--- src/rtl/status_ops_pkg.sv ---
package status_ops_pkg;
    // Opcode words.
    localparam logic [15:0] OP_SET_BLOCK_MAP = 16'h561a;
    localparam logic [15:0] OP_SET_OBJECT_MODE = 16'h561f;
    localparam logic [15:0] OP_CLR_ADDR_MODE = 16'h5616;
    localparam logic [15:0] OP_CLR_BLOCK_MAP = 16'h563f;
    localparam logic [15:0] OP_CLR_OBJECT_MODE = 16'h5636;
    localparam logic [15:0] OP_CLR_OVF_COUNT = 16'h565c;
    localparam logic [15:0] OP_CLR_EXT_FLAG = 16'h561b;
    localparam logic [7:0] OP_CLEAR_BITS_HI = 8'h29;
    // Cycle counts.
    localparam logic [2:0] CYC_FLUSH = 3'h5;
    localparam logic [2:0] CYC_ONE = 3'h1;
    localparam logic [2:0] CYC_TWO = 3'h2;
    // APB register byte addresses.
    localparam logic [7:0] ADDR_INSTR = 8'h00;
    localparam logic [7:0] ADDR_STATUS0 = 8'h04;
    localparam logic [7:0] ADDR_STATUS1 = 8'h08;
    localparam logic [7:0] ADDR_CONTROL = 8'h0c;
    localparam logic [7:0] ADDR_REPEAT = 8'h10;
    // Status register zero fields.
    localparam int ST0_SIGN_EXTEND = 0;
    localparam int ST0_OVF_SATURATE = 1;
    localparam int ST0_TEST = 2;
    localparam int ST0_CARRY = 3;
    localparam int ST0_OVC_LSB = 10;
    // Status register one fields.
    localparam int ST1_INT_MASK = 0;
    localparam int ST1_DBG_MASK = 1;
    localparam int ST1_PAGE_ZERO = 2;
    localparam int ST1_VECTOR_MAP = 3;
    localparam int ST1_EXT_FLAG = 6;
    localparam int ST1_ADDR_MODE = 8;
    localparam int ST1_OBJECT_MODE = 9;
    localparam int ST1_BLOCK_MAP = 11;
    // Reset values.
    localparam logic [15:0] ST0_RESET = 16'h0000;
    localparam logic [15:0] ST1_RESET = 16'h0000;

    typedef struct packed {
        logic [7:0] paddr;
        logic psel;
        logic penable;
        logic pwrite;
        logic [31:0] pwdata;
    } apb_req_type;

    typedef struct packed {
        logic [31:0] prdata;
        logic pready;
        logic pslverr;
    } apb_rsp_type;
endpackage : status_ops_pkg

--- src/rtl/status_bit_ops.sv ---
// Chosen here: register access over APB and the register addresses.
`timescale 1ns/1ps
`default_nettype none
module status_bit_ops
    import status_ops_pkg::*;
(
    // Clock and reset.
    input wire logic sys_clk,
    input wire logic resetn,
    // APB slave.
    input wire apb_req_type apb_req,
    output apb_rsp_type apb_rsp,
    // Pins and mode outputs.
    output logic external_flag,
    output logic pipeline_flush,
    output logic busy
);
    typedef enum logic [1:0] {IDLE, EXEC, DONE} exec_state_type;

    exec_state_type state_ff, nxt_state;
    logic [15:0] st0_ff, nxt_st0;
    logic [15:0] st1_ff, nxt_st1;
    logic [15:0] repeat_counter_ff;
    logic [15:0] op_ff;
    logic [2:0] cnt_ff;
    logic illegal_ff;
    logic [31:0] prdata_ff;

    wire logic bus_access = apb_req.psel && apb_req.penable;
    wire logic wr_instr = bus_access && apb_req.pwrite && apb_req.paddr == ADDR_INSTR;
    wire logic wr_repeat = bus_access && apb_req.pwrite && apb_req.paddr == ADDR_REPEAT;
    // Instructions are refused while one is executing; pready holds the master off.
    wire logic stall = wr_instr && state_ff != IDLE;
    wire logic issue = wr_instr && state_ff == IDLE;
    wire logic [15:0] new_op = apb_req.pwdata[15:0];
    wire logic is_clr_mask = new_op[15:8] == OP_CLEAR_BITS_HI;
    wire logic [7:0] mask = new_op[7:0];
    wire logic mask_slow = mask[4] || mask[5];
    wire logic is_flush_op = new_op == OP_SET_BLOCK_MAP || new_op == OP_CLR_BLOCK_MAP ||
        new_op == OP_SET_OBJECT_MODE || new_op == OP_CLR_OBJECT_MODE;
    wire logic is_known = is_flush_op || is_clr_mask || new_op == OP_CLR_ADDR_MODE ||
        new_op == OP_CLR_EXT_FLAG || new_op == OP_CLR_OVF_COUNT;
    // Counter clear is only legal with object mode set.
    wire logic ovc_legal = st1_ff[ST1_OBJECT_MODE];
    wire logic [2:0] op_cycles = is_flush_op ? CYC_FLUSH :
        (is_clr_mask && mask_slow) ? CYC_TWO : CYC_ONE;

    // Status update applied on issue, so the new setting holds for the whole flush.
    always_comb begin
        nxt_st0 = st0_ff;
        nxt_st1 = st1_ff;
        if (issue) begin
            case (new_op)
                OP_SET_BLOCK_MAP: nxt_st1[ST1_BLOCK_MAP] = 1'b1;
                OP_CLR_BLOCK_MAP: nxt_st1[ST1_BLOCK_MAP] = 1'b0;
                OP_SET_OBJECT_MODE: nxt_st1[ST1_OBJECT_MODE] = 1'b1;
                OP_CLR_OBJECT_MODE: nxt_st1[ST1_OBJECT_MODE] = 1'b0;
                OP_CLR_ADDR_MODE: nxt_st1[ST1_ADDR_MODE] = 1'b0;
                OP_CLR_EXT_FLAG: nxt_st1[ST1_EXT_FLAG] = 1'b0;
                OP_CLR_OVF_COUNT: begin
                    if (ovc_legal) begin
                        nxt_st0[ST0_OVC_LSB +: 6] = 6'h00;
                    end
                end
                default: begin
                    if (is_clr_mask) begin
                        // Each mask bit clears only its own flag.
                        nxt_st0[ST0_SIGN_EXTEND] = st0_ff[ST0_SIGN_EXTEND] & ~mask[0];
                        nxt_st0[ST0_OVF_SATURATE] = st0_ff[ST0_OVF_SATURATE] & ~mask[1];
                        nxt_st0[ST0_TEST] = st0_ff[ST0_TEST] & ~mask[2];
                        nxt_st0[ST0_CARRY] = st0_ff[ST0_CARRY] & ~mask[3];
                        nxt_st1[ST1_INT_MASK] = st1_ff[ST1_INT_MASK] & ~mask[4];
                        nxt_st1[ST1_DBG_MASK] = st1_ff[ST1_DBG_MASK] & ~mask[5];
                        nxt_st1[ST1_PAGE_ZERO] = st1_ff[ST1_PAGE_ZERO] & ~mask[6];
                        nxt_st1[ST1_VECTOR_MAP] = st1_ff[ST1_VECTOR_MAP] & ~mask[7];
                    end
                end
            endcase
        end else if (bus_access && apb_req.pwrite && apb_req.paddr == ADDR_STATUS0) begin
            nxt_st0 = apb_req.pwdata[15:0];
        end else if (bus_access && apb_req.pwrite && apb_req.paddr == ADDR_STATUS1) begin
            nxt_st1 = apb_req.pwdata[15:0];
        end
    end

    always_comb begin
        case (state_ff)
            IDLE: nxt_state = issue ? (op_cycles == CYC_ONE ? DONE : EXEC) : IDLE;
            EXEC: nxt_state = (cnt_ff == CYC_TWO) ? DONE : EXEC;
            DONE: nxt_state = IDLE;
            default: nxt_state = IDLE;
        endcase
    end

    always_ff @(posedge sys_clk or negedge resetn) begin
        if (!resetn) begin
            state_ff <= IDLE;
            st0_ff <= ST0_RESET;
            st1_ff <= ST1_RESET;
            op_ff <= 16'h0000;
            cnt_ff <= 3'h0;
            illegal_ff <= 1'b0;
        end else begin
            state_ff <= nxt_state;
            st0_ff <= nxt_st0;
            st1_ff <= nxt_st1;
            if (issue) begin
                op_ff <= new_op;
                cnt_ff <= op_cycles;
                illegal_ff <= !is_known || (new_op == OP_CLR_OVF_COUNT && !ovc_legal);
            end else if (state_ff == EXEC) begin
                cnt_ff <= cnt_ff - 3'h1;
            end
        end
    end

    // Repeat counter is zeroed by any of these ops; none of them repeats.
    always_ff @(posedge sys_clk or negedge resetn) begin
        if (!resetn) begin
            repeat_counter_ff <= 16'h0000;
        end else if (issue) begin
            repeat_counter_ff <= 16'h0000;
        end else if (wr_repeat) begin
            repeat_counter_ff <= apb_req.pwdata[15:0];
        end
    end

    wire logic [31:0] rd_mux =
        apb_req.paddr == ADDR_INSTR ? {15'h0000, illegal_ff, op_ff} :
        apb_req.paddr == ADDR_STATUS0 ? {16'h0000, st0_ff} :
        apb_req.paddr == ADDR_STATUS1 ? {16'h0000, st1_ff} :
        apb_req.paddr == ADDR_CONTROL ? {29'h0, cnt_ff} :
        apb_req.paddr == ADDR_REPEAT ? {16'h0000, repeat_counter_ff} : 32'h0;
    wire logic mapped = apb_req.paddr == ADDR_INSTR || apb_req.paddr == ADDR_STATUS0 ||
        apb_req.paddr == ADDR_STATUS1 || apb_req.paddr == ADDR_CONTROL ||
        apb_req.paddr == ADDR_REPEAT;

    always_ff @(posedge sys_clk or negedge resetn) begin
        if (!resetn) begin
            prdata_ff <= 32'h0;
        end else if (apb_req.psel && !apb_req.pwrite) begin
            prdata_ff <= rd_mux;
        end
    end

    // Read data is registered in the setup cycle, so every read ends on its first access edge.
    assign apb_rsp.prdata = prdata_ff;
    assign apb_rsp.pready = !stall;
    assign apb_rsp.pslverr = bus_access && !mapped;
    assign external_flag = st1_ff[ST1_EXT_FLAG];
    assign pipeline_flush = state_ff != IDLE && cnt_ff == CYC_FLUSH;
    assign busy = state_ff != IDLE;

    a_flush_length: assert property (@(posedge sys_clk) disable iff (!resetn)
        (issue && is_flush_op) |=> busy [*5] ##1 !busy)
        else $error("flush op did not take five cycles");
    a_mask_slow: assert property (@(posedge sys_clk) disable iff (!resetn)
        (issue && is_clr_mask && mask_slow) |=> busy ##1 busy ##1 !busy)
        else $error("slow mask clear not two cycles");
    a_mask_fast: assert property (@(posedge sys_clk) disable iff (!resetn)
        (issue && is_clr_mask && !mask_slow) |=> busy ##1 !busy)
        else $error("fast mask clear not one cycle");
    a_mask_clears: assert property (@(posedge sys_clk) disable iff (!resetn)
        (issue && is_clr_mask && mask[4]) |=> !st1_ff[ST1_INT_MASK])
        else $error("interrupt mask not cleared");
    a_mask_keeps: assert property (@(posedge sys_clk) disable iff (!resetn)
        (issue && is_clr_mask) |=> st0_ff[3:0] == ($past(st0_ff[3:0]) & ~$past(mask[3:0])) &&
        st1_ff[3:0] == ($past(st1_ff[3:0]) & ~$past(mask[7:4])))
        else $error("unselected flag changed");
    a_ovc_clear: assert property (@(posedge sys_clk) disable iff (!resetn)
        (issue && new_op == OP_CLR_OVF_COUNT && ovc_legal) |=> st0_ff[15:10] == 6'h00)
        else $error("overflow counter not cleared");
    a_ext_pin: assert property (@(posedge sys_clk) disable iff (!resetn)
        (issue && new_op == OP_CLR_EXT_FLAG) |=> !external_flag)
        else $error("external flag pin not low");
    a_repeat_reset: assert property (@(posedge sys_clk) disable iff (!resetn)
        issue |=> repeat_counter_ff == 16'h0000)
        else $error("repeat counter not reset");
    a_mode_hold: assert property (@(posedge sys_clk) disable iff (!resetn)
        (issue && new_op == OP_SET_OBJECT_MODE) |=> st1_ff[ST1_OBJECT_MODE] [*5])
        else $error("object mode not held through flush");
    a_addr_mode: assert property (@(posedge sys_clk) disable iff (!resetn)
        (issue && new_op == OP_CLR_ADDR_MODE) |=> !st1_ff[ST1_ADDR_MODE] && !pipeline_flush)
        else $error("addressing mode clear wrong");
    a_block_map_set: assert property (@(posedge sys_clk) disable iff (!resetn)
        (issue && new_op == OP_SET_BLOCK_MAP) |=> st1_ff[ST1_BLOCK_MAP] && pipeline_flush)
        else $error("block map set or flush missing");
    a_block_map_clr: assert property (@(posedge sys_clk) disable iff (!resetn)
        (issue && new_op == OP_CLR_BLOCK_MAP) |=> !st1_ff[ST1_BLOCK_MAP] && pipeline_flush)
        else $error("block map clear or flush missing");
    a_object_clr: assert property (@(posedge sys_clk) disable iff (!resetn)
        (issue && new_op == OP_CLR_OBJECT_MODE) |=> !st1_ff[ST1_OBJECT_MODE] && pipeline_flush)
        else $error("object mode clear or flush missing");
    a_ovc_refused: assert property (@(posedge sys_clk) disable iff (!resetn)
        (issue && new_op == OP_CLR_OVF_COUNT && !ovc_legal) |=> st0_ff == $past(st0_ff))
        else $error("refused counter clear changed status zero");
    a_flush_single: assert property (@(posedge sys_clk) disable iff (!resetn)
        pipeline_flush |=> !pipeline_flush)
        else $error("flush pulse longer than one cycle");
    a_mode_once: assert property (@(posedge sys_clk) disable iff (!resetn)
        issue |=> busy && !issue)
        else $error("instruction not executed exactly once");

    c_flush_op: cover property (@(posedge sys_clk) issue && is_flush_op);
    c_mask_all: cover property (@(posedge sys_clk) issue && is_clr_mask && mask == 8'hff);
    c_stall: cover property (@(posedge sys_clk) stall);
    c_mask_slow: cover property (@(posedge sys_clk) issue && is_clr_mask && mask_slow);
    c_ovc_refused: cover property (@(posedge sys_clk) issue && new_op == OP_CLR_OVF_COUNT && !ovc_legal);
endmodule : status_bit_ops
`default_nettype wire

--- config.mk ---
export PLATFORM = sky130hd
export DESIGN_NAME = status_bit_ops
export DESIGN_NICKNAME = d
export VERILOG_FILES = /design/src/rtl/status_ops_pkg.sv /design/src/rtl/status_bit_ops.sv
export SDC_FILE = /design/constraint.sdc
export NUM_CORES = 1
export LEC_CHECK = 0
export BUFFER_PORTS_ARGS = -buffer_cell sky130_fd_sc_hd__buf_2
export CELL_PAD_IN_SITES_DETAIL_PLACEMENT = 2
export CELL_PAD_IN_SITES_GLOBAL_PLACEMENT = 2
export CORE_UTILIZATION = 32
export CTS_BUF_LIST = sky130_fd_sc_hd__clkbuf_2 sky130_fd_sc_hd__clkbuf_4 sky130_fd_sc_hd__clkbuf_8
export CTS_CLUSTER_DIAMETER = 150
export DETAILED_ROUTE_END_ITERATION = 8
export PLACE_DENSITY = 0.79
export RECOVER_POWER = 25
export SYNTH_ARGS = -nofsm -noshare
export SYNTH_HDL_FRONTEND = slang
export SYNTH_SLANG_ARGS = --single-unit
--- constraint.sdc ---
create_clock -name sys_clk -period 1.8 [get_ports sys_clk]
set_input_delay 0.27 -clock sys_clk [delete_from_list [all_inputs] [get_ports sys_clk]]
set_output_delay 0.27 -clock sys_clk [all_outputs]
set_load 0.02 [all_outputs]
==> reports/metrics.csv <==
metric,value,unit
Initial Utilization,32.9,%
Cells after Synth,456,
Critical Path Max Stage Delay,500,ps
critical path class,reg -> reg,
# DRC,0,
crit path to,st0_ff[0]$_DFFE_PN0P_,
GR Util met2,41.5,%
die area,14200,µm²
CP cell instances,"or4_4, nor4_4, buf_6, and2b_2, a211oi_2, a21o_1",
drt wl/cell,21.0,µm
final-stage net count,617,
Port Buffer Count,50,
sw frac,29.0,%
CP top delay family,simple AND/OR/NAND/NOR gates,
Synth Flop Type,dfrtp_1,
Final Hold Viols,0,
via count,3990,
Register Area,2180,µm²
CTS root buf,clkbuf_8,
Finished Core Util,41.6,%
top post-synthesis cells by area,"dfrtp_1 50%, nand2_1 8.5%, mux2i_1 4.3%",
Global Route met1 Usage,28.9,%
CTS tree,yes,
"Data arrival, critical path",2060,ps
Logic pwr share,13.1,%
worst skew pair latency,370,ps
final slew viol count,0,
CP Buf/Inv Count,1,
pin slew with the least headroom to its limit,1240,ps
GR Util met3,4.02,%
fraction of layout cells with a size suffix above 1,31.2,%
FF-to-FF path depth,6,
Post-synth EDFFs,0,
syn_area_per_cell,9.60,µm²
Power per Cell Area,709,nW/µm²
slowest CP cell,or4_4,
status,completed,
Ports,82,
die height,119,µm
NetSw,0.00114,W
Multi-input gate area,2030,µm²
Final min period,1790,ps
"count leader, synth",nand2_1,
Yosys Warn Count,0,
First-pass DRT Iterations,5,
RSZ-0062 raised after global routing,true,
Core ar.,13300,µm²
Clock transition at path regs,90,ps
final instance area,5530,µm²
grt ovf,0,
GRT Overall Usage,23.4,%
hold_ws,251,ps
reg2reg start,state_ff[1]$_DFF_PN0_,
H-tree lvl count,3,
Total Wirelength,15.7,mm
Crit path depth,6,
largest area contributor in the netlist,dfrtp_1,
Via-to-Cell Ratio,5.32,
vias in the first global route,4442,
CP startpoint,state_ff[1]$_DFF_PN0_,
Placement Cell Area,5230,µm²
largest net degree at the start of global routing,88,
crit start category,register,
clock skew,8.25,ps
Antenna Cells,0,
GPL Wtd Cong,0.855,
GRT busiest layer,met2,
Sink Count,87,
final setup fails,0,
required time of the critical path,2070,ps
Yosys top cell area share,49.7,%
Hold WC Path Type,in -> reg,
CTS max path bufs,2,
Rel. slew slack,17.6,%
Synth-to-Final Area Change,26.2,%
register bit count reported by yosys,87,
Tcrit/Tclk final,99.2,%
Clock power frac,34.3,%
fmax,560,MHz
async set-reset flop share out of synthesis,100,%
Int Pwr,0.00278,W
# Max-Cap Violations,0,
sequential share of power,52.5,%
First DRT Iteration DRCs,186,
fillers,1481,
Final HPWL DP,11.1,mm
die width,119,µm
leakage dissipation,2.74,nW
CP endpoint kind,register,
row cnt,42,
Synth cell types,59,
VDD IR-drop max,0.680,mV
Synth top cells by count,"99 x nand2_1, 87 x dfrtp_1, 34 x nor2_1, 28 x a21oi_1, 19 x mux2i_1",
post-synthesis sequential area ratio,49.7,%
R2R Path End,st0_ff[0]$_DFFE_PN0P_,
first-pass GRT wire length,25.1,mm
Mapped Area,4380,µm²
reg2reg setup slack,10,ps
post-route ant nets,0,
CP max FO,7,
CTS Buf Count,9,
initial antenna violation count,0,
## kinds of logic (layout without fill, tap and decap cells)
logic type | after synthesis | count (layout) | share of synthesized area [%]
compound gates | 102 | 102 | 16.0
fa+ha+maj | 3 | 3 | 0.857
buf+inv | 51 | 155 | 6.34
flops | 87 | 87 | 49.7
mux | 26 | 26 | 6.14
other cells | 1 | 15 | 0.0856
simple gates | 186 | 186 | 20.8
## final cells by class
| type | instances | area share [%] |
|---|---|---|
| Sequential cell | 87 | 39.4 |
| Multi-Input combinational cell | 332 | 36.7 |
| Timing Repair Buffer | 128 | 15.9 |
| Tap cell | 176 | 3.98 |
| Clock buffer | 12 | 2.76 |
| Inverter | 11 | 0.792 |
| Clock inverter | 4 | 0.498 |
## metrics by stage
stage	instances	setup TNS [ps]	total power [W]	worst slack [ps]
2_1_floorplan	470	0	0.00235	0.561
3_3_place_gp	727	-6770	0.00258	-177
3_5_place_dp	727	-11210	0.00261	-271
4_1_cts	746	-32.7	0.00395	-32.7
5_1_grt	750	-625	0.00406	-30.0
6_report	750	0	0.00392	14.9
## routing by layer
metal	wire length, µm	part of all wire [%]
met1	6760	43
met4	277	1.8
met3	485	3.1
met2	8210	52
met5	0	0
## state kept, by name (all words and copies together) (netlist names)
name,cells
st1_ff,16
cnt_ff,3
state_ff,2
prdata_ff,17
repeat_counter_ff,16
illegal_ff,1
st0_ff,16
op_ff,16
## tightest hold or removal path, cell delays in order
cell and delay, ps:
buf_2 90, buf_4 120, nand2_1 60, nand2_1 60
## worst min path at each step
| stage | from | end | slack [ps] | cells after the start |
|---|---|---|---|---|
| after CTS | apb_req[10] | op_ff[10]$_DFFE_PN0P_ | 240 | 4 |
| after detailed placement | resetn | op_ff[10]$_DFFE_PN0P_ | 360 | 2 |
| after floorplan | resetn | cnt_ff[0]$_DFFE_PN0P_ | -30 | 0 |
| final | apb_req[10] | op_ff[10]$_DFFE_PN0P_ | 250 | 4 |
| after global placement | resetn | op_ff[12]$_DFFE_PN0P_ | 350 | 2 |
| after global routing | apb_req[3] | st0_ff[3]$_DFFE_PN0P_ | 270 | 3 |
## power by group through the flow
stage / Sequential (W) / Combinational (W) / Clock [W]
2_1_floorplan: 0.00214 / 0.000209 / 0
3_3_place_gp: 0.00209 / 0.000490 / 0
3_5_place_dp: 0.00210 / 0.000509 / 0
4_1_cts: 0.00206 / 0.000518 / 0.00137
5_1_grt: 0.00207 / 0.000556 / 0.00144
6_report: 0.00206 / 0.000515 / 0.00135
## layout by cell type, fill, tap and decap left out, types with 3 or more instances in the layout
master    netlist  layout
nor3_1          3       3
nor4_4          2       3
mux2_2          7       7
clkbuf_8        0      10
a31oi_1         3       3
o22ai_1        17      17
o311ai_0        3       3
dfrtp_1        87      87
a221oi_1       13      13
conb_1          1      15
mux2i_1        19      19
a21oi_1        28      28
a31o_2          3       3
nor2_1         34      33
nand3_1         5       5
buf_4          17      70
a22o_1          7       7
ha_1            3       3
buf_2           6      48
o21ai_0         9       7
a21o_1          3       3
clkbuf_4        0       4
nand2b_1        7       7
inv_1          11      10
buf_6           2       6
and3_1          4       3
or4_4           2       3
nand2_1        99      99
## repair_timing
item,CTS,global route
hold buffers,1,0
endpoints found under the hold margin,87,0
gates cloned,0,0
pin swaps,1,3
resized for setup,6,16
setup buffers,2,4
setup endpoints to repair,10,14
Power figures use the tool's default switching activity.
